## config.mk

```make
export PLATFORM = sky130hd
export DESIGN_NAME = sml_link
export DESIGN_NICKNAME = d
export VERILOG_FILES = /design/src/logic/sml_pkg.sv /design/src/logic/sml_link.sv /design/src/logic/sml_fifo.sv
export VERILOG_INCLUDE_DIRS = /design/src /design/src/logic
export SDC_FILE = /design/constraint.sdc
export NUM_CORES = 1
export LEC_CHECK = 0
export BUFFER_PORTS_ARGS = -buffer_cell sky130_fd_sc_hd__buf_2
export CORE_MARGIN = 8
export CORE_UTILIZATION = 45
export CTS_CLUSTER_DIAMETER = 50
export DETAILED_ROUTE_END_ITERATION = 12
export HOLD_SLACK_MARGIN = 0.02
export SLEW_MARGIN = 40
export SYNTH_ARGS = -nofsm -noshare
export SYNTH_HDL_FRONTEND = slang
export SYNTH_SLANG_ARGS = --single-unit
```

## constraint.sdc

```tcl
create_clock -name core_clk_i -period 3.87 [get_ports core_clk_i]
set_input_delay 0.1935 -clock core_clk_i [delete_from_list [all_inputs] [get_ports core_clk_i]]
set_output_delay 0.1935 -clock core_clk_i [all_outputs]
set_load 0.1 [all_outputs]
```

## src/logic/sml_map.svh

```systemverilog
// Purpose: Named constants for the serial message link
// Assumes: 10 MHz core clock
// Notes:   Times and rates in their own units, cycles derived
`ifndef SML_MAP_SVH
`define SML_MAP_SVH
`define SML_CLK_HZ      10000000
`define SML_BAUD        57600
`define SML_BIT_CYC     (`SML_CLK_HZ / `SML_BAUD)
`define SML_HALF_CYC    (`SML_BIT_CYC / 2)
`define SML_DATA_BITS   7
`define SML_MAX_CHARS   255
`define SML_CH_LF       7'h0a
`define SML_CH_CR       7'h0d
`define SML_CH_SEMI     7'h3b
`define SML_CH_QMARK    7'h3f
`define SML_CH_SPACE    7'h20
`define SML_FIFO_DEPTH  32
`endif

```

## src/logic/sml_pkg.sv

```systemverilog
// Purpose: Types for the serial message link
// Assumes: Included map header supplies constants
// Notes:   Types only
package sml_pkg;
  typedef struct packed {
    logic [6:0] ch;
    logic       last;
    logic       query;
  } sml_rx_msg_type;

  typedef struct packed {
    logic [6:0] ch;
    logic       last;
  } sml_tx_chr_type;
endpackage

```

## src/logic/sml_link.sv

```systemverilog
// Purpose: Serial character and message layers of the remote link
// Assumes: rx_i synchronous to core_clk_i, idles high
// Notes:   Responses are supplied by the instrument core
`timescale 1ns/1ps
`include "sml_map.svh"
module sml_link
  import sml_pkg::*;
(
  // Clock and reset
  input  wire logic           core_clk_i,
  input  wire logic           rst_b_i,
  // Serial pins
  input  wire logic           rx_i,
  output logic                tx_o,
  // Received message characters toward the core
  output logic                msg_valid_o,
  input  wire logic           msg_ready_i,
  output sml_rx_msg_type      msg_o,
  // Response body characters from the core
  input  wire logic           rsp_valid_i,
  output logic                rsp_ready_o,
  input  wire sml_tx_chr_type rsp_i,
  // Status
  output logic                query_pending_o,
  output logic                char_err_o,
  output logic                overflow_o
);
  localparam logic [9:0] BIT_CYC  = 10'(`SML_BIT_CYC);
  localparam logic [9:0] HALF_CYC = 10'(`SML_HALF_CYC);

  typedef enum logic [3:0] {
    RX_IDLE = 4'h1, RX_START = 4'h2, RX_BITS = 4'h4, RX_STOP = 4'h8
  } sml_rxs_type;
  typedef enum logic [2:0] {
    TX_IDLE = 3'h1, TX_SHIFT = 3'h2, TX_PAUSE = 3'h4
  } sml_txs_type;
  typedef enum logic [2:0] {
    RS_BODY = 3'h1, RS_CR = 3'h2, RS_LF = 3'h4
  } sml_rss_type;

  typedef struct packed {
    sml_rxs_type rxs;
    logic [9:0]  rx_cnt;
    logic [3:0]  rx_bit;
    logic [7:0]  rx_sh;
    logic [7:0]  len;
    logic        drop;
    logic        is_q;
    logic        qpend;
    sml_txs_type txs;
    logic [9:0]  tx_cnt;
    logic [3:0]  tx_bit;
    logic [9:0]  tx_sh;
    sml_rss_type rss;
    logic        tx;
    logic        err;
    logic        ovf;
  } sml_st_type;

  sml_st_type     st_q, st_d;
  logic           f_in_valid;
  logic           f_in_ready;
  sml_rx_msg_type f_in_data;
  logic           tx_take;
  logic [6:0]     tx_ch;
  logic           tx_src;

  // Received characters buffered toward the core
  sml_fifo #(
    .WIDTH ($bits(sml_rx_msg_type)),
    .DEPTH (`SML_FIFO_DEPTH)
  ) u_rx_fifo (
    .core_clk_i  (core_clk_i),
    .rst_b_i     (rst_b_i),
    .in_valid_i  (f_in_valid),
    .in_ready_o  (f_in_ready),
    .in_data_i   (f_in_data),
    .out_valid_o (msg_valid_o),
    .out_ready_i (msg_ready_i),
    .out_data_o  (msg_o)
  );

  // Response character source: body, then CR, then LF
  always_comb begin
    tx_src = 1'b0;
    tx_ch  = rsp_i.ch;
    case (st_q.rss)
      RS_BODY: tx_src = rsp_valid_i & st_q.qpend;
      RS_CR: begin
        tx_src = 1'b1;
        tx_ch  = `SML_CH_CR;
      end
      RS_LF: begin
        tx_src = 1'b1;
        tx_ch  = `SML_CH_LF;
      end
      default: tx_src = 1'b0;
    endcase
  end
  assign tx_take     = tx_src & (st_q.txs == TX_IDLE);
  assign rsp_ready_o = tx_take & (st_q.rss == RS_BODY);

  always_comb begin
    logic [6:0] c;
    logic       good;
    logic       term;
    logic       q_set;
    c           = st_q.rx_sh[6:0];
    good        = 1'b0;
    term        = 1'b0;
    q_set       = 1'b0;
    st_d        = st_q;
    f_in_valid  = 1'b0;
    f_in_data   = '0;
    // Receiver, fixed bit time
    case (st_q.rxs)
      RX_IDLE: if (!rx_i) begin
        st_d.rxs    = RX_START;
        st_d.rx_cnt = HALF_CYC;
      end
      RX_START: if (st_q.rx_cnt == 10'h000) begin
        st_d.rxs    = rx_i ? RX_IDLE : RX_BITS;
        st_d.rx_cnt = BIT_CYC - 10'h001;
        st_d.rx_bit = 4'h0;
      end else st_d.rx_cnt = st_q.rx_cnt - 10'h001;
      RX_BITS: if (st_q.rx_cnt == 10'h000) begin
        st_d.rx_sh  = {rx_i, st_q.rx_sh[7:1]};
        st_d.rx_cnt = BIT_CYC - 10'h001;
        st_d.rx_bit = st_q.rx_bit + 4'h1;
        if (st_q.rx_bit == 4'(`SML_DATA_BITS)) st_d.rxs = RX_STOP;
      end else st_d.rx_cnt = st_q.rx_cnt - 10'h001;
      RX_STOP: if (st_q.rx_cnt == 10'h000) begin
        st_d.rxs = RX_IDLE;
        good = rx_i & (^st_q.rx_sh);
        st_d.err = ~good;
      end else st_d.rx_cnt = st_q.rx_cnt - 10'h001;
      default: st_d.rxs = RX_IDLE;
    endcase
    // Message layer
    if (good) begin
      term = (c == `SML_CH_LF);
      if (term) begin
        if (!st_q.drop && st_q.len != 8'h00) begin
          f_in_valid     = 1'b1;
          f_in_data.ch   = `SML_CH_LF;
          f_in_data.last = 1'b1;
          f_in_data.query = st_q.is_q;
        end
        q_set        = st_q.is_q & ~st_q.drop;
        st_d.qpend   = st_q.qpend | q_set;
        st_d.len     = 8'h00;
        st_d.drop    = 1'b0;
        st_d.is_q    = 1'b0;
      end else if (c != `SML_CH_CR) begin
        if (st_q.len == 8'(`SML_MAX_CHARS) || !f_in_ready) begin
          st_d.drop = 1'b1;
          st_d.ovf  = 1'b1;
        end else if (!st_q.drop) begin
          st_d.len        = st_q.len + 8'h01;
          f_in_valid      = 1'b1;
          f_in_data.ch    = c;
          f_in_data.last  = (c == `SML_CH_SEMI);
          f_in_data.query = st_q.is_q | (c == `SML_CH_QMARK);
          if (c == `SML_CH_QMARK) st_d.is_q = 1'b1;
          if (c == `SML_CH_SEMI) begin
            q_set      = st_q.is_q;
            st_d.qpend = st_q.qpend | q_set;
            st_d.is_q  = 1'b0;
          end
        end
      end
    end
    // Transmitter, start + 7 data + odd parity + stop
    case (st_q.txs)
      TX_IDLE: if (tx_take) begin
        st_d.txs    = TX_SHIFT;
        st_d.tx_sh  = {1'b1, ~(^tx_ch), tx_ch, 1'b0};
        st_d.tx_cnt = BIT_CYC - 10'h001;
        st_d.tx_bit = 4'h0;
        st_d.tx     = 1'b0;
        case (st_q.rss)
          RS_BODY: if (rsp_i.last) st_d.rss = RS_CR;
          RS_CR: st_d.rss = RS_LF;
          default: begin
            st_d.rss   = RS_BODY;
            st_d.qpend = q_set;
          end
        endcase
      end
      TX_SHIFT: if (st_q.tx_cnt == 10'h000) begin
        st_d.tx_cnt = BIT_CYC - 10'h001;
        st_d.tx_bit = st_q.tx_bit + 4'h1;
        st_d.tx_sh  = {1'b1, st_q.tx_sh[9:1]};
        st_d.tx     = st_q.tx_sh[1];
        if (st_q.tx_bit == 4'h9) begin
          st_d.txs = TX_IDLE;
          st_d.tx  = 1'b1;
        end
      end else st_d.tx_cnt = st_q.tx_cnt - 10'h001;
      default: st_d.txs = TX_IDLE;
    endcase
  end

  always_ff @(posedge core_clk_i or negedge rst_b_i) begin
    if (!rst_b_i) begin
      st_q     <= '0;
      st_q.rxs <= RX_IDLE;
      st_q.txs <= TX_IDLE;
      st_q.rss <= RS_BODY;
      st_q.tx  <= 1'b1;
    end else begin
      st_q <= st_d;
    end
  end

  assign tx_o            = st_q.tx;
  assign query_pending_o = st_q.qpend;
  assign char_err_o      = st_q.err;
  assign overflow_o      = st_q.ovf;
endmodule

```

## src/logic/sml_fifo.sv

```systemverilog
// Purpose: Generic synchronous FIFO with valid/ready on both sides
// Assumes: One clock, asynchronous active-low reset
// Notes:   Full and empty are exact
`timescale 1ns/1ps
module sml_fifo #(
  parameter int WIDTH = 8,
  parameter int DEPTH = 32
) (
  // Clock and reset
  input  wire logic             core_clk_i,
  input  wire logic             rst_b_i,
  // Fill side
  input  wire logic             in_valid_i,
  output logic                  in_ready_o,
  input  wire logic [WIDTH-1:0] in_data_i,
  // Drain side
  output logic                  out_valid_o,
  input  wire logic             out_ready_i,
  output logic      [WIDTH-1:0] out_data_o
);
  localparam int AW = $clog2(DEPTH);
  typedef struct packed {
    logic [AW-1:0] wp;
    logic [AW-1:0] rp;
    logic [AW:0]   cnt;
  } sml_fifo_st_type;
  sml_fifo_st_type   st_q, st_d;
  logic [WIDTH-1:0]  mem [DEPTH];
  logic              push;
  logic              pop;

  assign in_ready_o  = (st_q.cnt != (AW+1)'(DEPTH));
  assign out_valid_o = (st_q.cnt != '0);
  assign out_data_o  = mem[st_q.rp];
  assign push        = in_valid_i & in_ready_o;
  assign pop         = out_valid_o & out_ready_i;

  always_comb begin
    st_d = st_q;
    if (push) st_d.wp = st_q.wp + 1'b1;
    if (pop) st_d.rp = st_q.rp + 1'b1;
    if (push & ~pop) st_d.cnt = st_q.cnt + 1'b1;
    else if (pop & ~push) st_d.cnt = st_q.cnt - 1'b1;
  end

  always_ff @(posedge core_clk_i or negedge rst_b_i) begin
    if (!rst_b_i) st_q <= '0;
    else st_q <= st_d;
  end

  always_ff @(posedge core_clk_i) begin
    if (push) mem[st_q.wp] <= in_data_i;
  end
endmodule

```

==> flow_metrics.env <==
export IMPL_outcome="complete, no violations"
export IMPL_drive_above_1_share_pct=24.8
export IMPL_synth_seq_area_share_pct=67.9
export IMPL_area_growth_pct=15.2
export IMPL_yosys_area_top_type="sky130_fd_sc_hd__edfxtp_1"
export IMPL_synth_top_cells_by_area="sky130_fd_sc_hd__edfxtp_1 55%, sky130_fd_sc_hd__mux4_2 13%, sky130_fd_sc_hd__dfrtp_1 13%, sky130_fd_sc_hd__nor2_1 2.1%, sky130_fd_sc_hd__ha_1 2.0%"
export IMPL_regArea_sq_mm=0.0108
export IMPL_post_route_min_period_ns=3.57
export IMPL_finClkSkew_ns=0.0174
export IMPL_core_region_area_sq_mm=0.0346
export IMPL_floorplan_die_height_um=204
export IMPL_post_drt_wl_per_cell_um=21.4
export IMPL_synthesis_warnings=0
export IMPL_finalInstanceArea_sq_mm=0.0182
export IMPL_mostFrequentLayoutCell="sky130_fd_sc_hd__edfxtp_1"
export IMPL_cts_root_buf="sky130_fd_sc_hd__clkbuf_16"
export IMPL_detail_routed_via_count_per_cell=5.58
export IMPL_cts_post_setup_buffers_inserted=0
export IMPL_antenna_violating_nets_post_route=0
export IMPL_port_buffer_count=27
export IMPL_post_synth_edffs=288
export IMPL_routed_vias=8710
export IMPL_final_min_period_over_clock_period_pct=92.1
export IMPL_clk_insertion_delay_late_ns=0.54
export IMPL_max_cap_violations=0
export IMPL_multiInputGateArea_sq_mm=0.00484
export IMPL_worstHoldPathType="in2reg"
export IMPL_tritoncts_num_buffers=41
export IMPL_diodes=0
export IMPL_peakVddDrop_mv=0.272
export IMPL_finalWeightedCongestion=0.807
export IMPL_power_density_mw_per_mm2=453
export IMPL_cts_tree="built"
export IMPL_cts_max_level=2
export IMPL_detail_route_iter0_violations=502
export IMPL_postSynth_asyncResetShare_pct=22.6
export IMPL_grt_antenna_before_repair=0
export IMPL_rsz0062_at_grt="false"
export IMPL_final_cell_mix="288 x sky130_fd_sc_hd__edfxtp_1, 90 x sky130_fd_sc_hd__mux4_2, 89 x sky130_fd_sc_hd__nor2_1"
export IMPL_cell_area_after_synthesis_sq_mm=0.0158
export IMPL_synth_area_per_cell_sq_um=16.1
export IMPL_drc=0
export IMPL_floorplan_die_area_sq_mm=0.0414
export IMPL_post_synth_num_cell_types=64
export IMPL_path_cells="inv_1 > ha_1 > xnor3_1 > xnor2_2 > nand3_2 > nor4_4 > ha_2 > inv_1 > ha_1 > nor4_1 > a31o_2 > a41oi_1 > o211ai_1 > xor2_1"
export IMPL_grt_use_total_pct=16.3
export IMPL_synth_seq_cells=372
export IMPL_finish_net_count=1115
export IMPL_clkTransAtPathRegs_ns=0.06
export IMPL_synthesized_instance_count=986
export IMPL_placed_cell_area_sq_mm=0.0169
export IMPL_final_setup_viol_count=0
export IMPL_maximum_number_of_pins_on_one_net_before_global_route_repair=46
export IMPL_top_level_ports=28
export IMPL_worst_endpoint_arrival_ns=3.99
export IMPL_filler_cell_count=2767
export IMPL_hpwl_um=21000
export IMPL_first_global_vias=9011
export IMPL_postSynthNetCount=1025
export IMPL_report_final_slew_viol_count=0
export IMPL_cpMaxStageDelayCell="sky130_fd_sc_hd__dfrtp_1"
export IMPL_grt_ovfl_total=0
export IMPL_floorplan_initialDensity_pct=45.7
export IMPL_hold_violations=0
export IMPL_std_cell_rows=68
export IMPL_clock_sinks=372
export IMPL_synthDominantCellAreaShare_pct=54.6
export IMPL_timing_critical_path_slowest_cell_delay_ns=0.40
export IMPL_critPathRequiredTime_ns=4.29
export IMPL_drt_pre_antenna_iters=5
export IMPL_routed_wl_um=33400
export IMPL_power_leakage_nw=5.45
export IMPL_type_of_element_capturing_the_critical_path="flip-flop"
export IMPL_setup_worst_path_class="reg2reg"
export IMPL_critPathLaunchType="flip-flop"
export IMPL_timing_max_slew_rel_slack_pct=49.9
export IMPL_clock_path_buffers=3
export IMPL_grt_first_pass_wirelength_um=52700
export IMPL_floorplan_die_width_um=204
export IMPL_critical_path_peak_fanout=6
export IMPL_worst_pin_slew_ns=0.749
export IMPL_fmaxAchievable_mhz=280
export IMPL_final_hold_worst_slack_ns=0.0760
export IMPL_sum_of_negative_setup_slack_ns=0
export IMPL_yosys_most_used_dff="sky130_fd_sc_hd__edfxtp_1"
==> cell families after synthesis <==
family | count (synthesis) | synth area share [%]
xor gates and xnor gates | 27 | 1.58
AOI/OAI and AO/OA | 131 | 5.18
DFF | 372 | 67.9
adders and majority gates | 26 | 2.10
muxes | 102 | 13.6
buffers and inverters | 69 | 1.70
and+or+nand+nor | 259 | 7.88
==> area by class of cell <==
cell class                 count  area share (%)
clock buffer                  43            5.67
timing repair buffer          90            3.72
inverter                      26           0.535
sequential                   372            59.0
multi-input combinational    545            26.5
tap                          455            3.12
clock inverter                31            1.41
==> synth_stat cells, types with 3 or more instances <==
cell                       number
sky130_fd_sc_hd__edfxtp_1     288
sky130_fd_sc_hd__mux4_2        90
sky130_fd_sc_hd__nor2_1        90
sky130_fd_sc_hd__dfrtp_1       80
sky130_fd_sc_hd__nand2_1       68
sky130_fd_sc_hd__o21ai_0       52
sky130_fd_sc_hd__a21oi_1       28
sky130_fd_sc_hd__clkbuf_1      28
sky130_fd_sc_hd__inv_1         26
sky130_fd_sc_hd__ha_1          25
sky130_fd_sc_hd__xnor2_1       18
sky130_fd_sc_hd__nand3_1       16
sky130_fd_sc_hd__nor3_1        14
sky130_fd_sc_hd__mux2_2        11
sky130_fd_sc_hd__nand4_1       10
sky130_fd_sc_hd__nor2b_1        9
sky130_fd_sc_hd__buf_2          8
sky130_fd_sc_hd__xor2_1         8
sky130_fd_sc_hd__buf_1          7
sky130_fd_sc_hd__nand2b_1       7
sky130_fd_sc_hd__o31ai_1        7
sky130_fd_sc_hd__and2_1         6
sky130_fd_sc_hd__and3_1         6
sky130_fd_sc_hd__a221o_1        5
sky130_fd_sc_hd__nor4_1         5
sky130_fd_sc_hd__a21o_1         4
sky130_fd_sc_hd__a31oi_1        4
sky130_fd_sc_hd__dfstp_2        4
sky130_fd_sc_hd__nand2_2        4
sky130_fd_sc_hd__a41oi_1        3
sky130_fd_sc_hd__and4b_1        3
sky130_fd_sc_hd__nand3b_1       3
sky130_fd_sc_hd__o21a_1         3
sky130_fd_sc_hd__o22a_1         3
sky130_fd_sc_hd__o41ai_1        3
sky130_fd_sc_hd__or2_2          3
sky130_fd_sc_hd__or3_1          3
==> layer usage <==
metal	up-vias	routed length, um	GRT usage [%]
li1	4022	-	-
met1	4479	15400	23.1
met2	164	16100	26.3
met3	45	1350	2.78
met4	0	500	3.70
met5	-	0	0
==> critical path: cells and delay by family, from the launching register on <==
family	cells	cell delay [ns]
adders and majority gates	3	0.97
xor gates and xnor gates	3	0.75
AOI/OAI and AO/OA	3	0.55
and+or+nand+nor	3	0.56
buffers and inverters	2	0.20
DFF	1	0.40
==> repair_timing <==
item                                    CTS  global route
resized for setup                         0             2
hold endpoints to repair                 50             0
hold buffers                              7             0
endpoints found under the setup margin    0             1
==> path summary, 6_finish.rpt <==
path                       cells after the start     start                 to  slack, ns
setup / recovery                              14  st_q[44]  u_rx_fifo.st_q[5]       0.30
hold reg to reg                                2      tx_o               tx_o       0.46
setup reg to reg                              14  st_q[44]  u_rx_fifo.st_q[5]       0.30
hold / removal                                 4  rsp_i[2]            st_q[8]       0.08
min in group asynchronous                      2   rst_b_i           st_q[58]       0.19
max in group asynchronous                      3   rst_b_i           st_q[30]       2.68
==> flip-flops by register name (all words and copies together), names as in the netlist <==
signal           cells
u_rx_fifo.mem      288
char_err_o           1
overflow_o           1
u_rx_fifo.st_q      16
query_pending_o      1
tx_o                 1
st_q                64
==> power breakdown <==
part	internal (mW)	leakage (nW)	switching, mW
Sequential	4.29	3.02	0.0406
Combinational	0.0881	1.79	0.151
Clock	2.11	0.630	1.59
==> through the flow <==
step	cells	worst slack (ns)	util [%]	power (mW)
floorplan	986	0.256	-	4.57
global placement	1481	0.403	48.7	4.63
detailed placement	1481	0.236	48.7	4.64
CTS	1562	0.216	52.6	8.37
global route	1562	0.0683	52.7	8.56
finish	1562	0.304	52.7	8.27
Power figures use the tool's default switching activity.
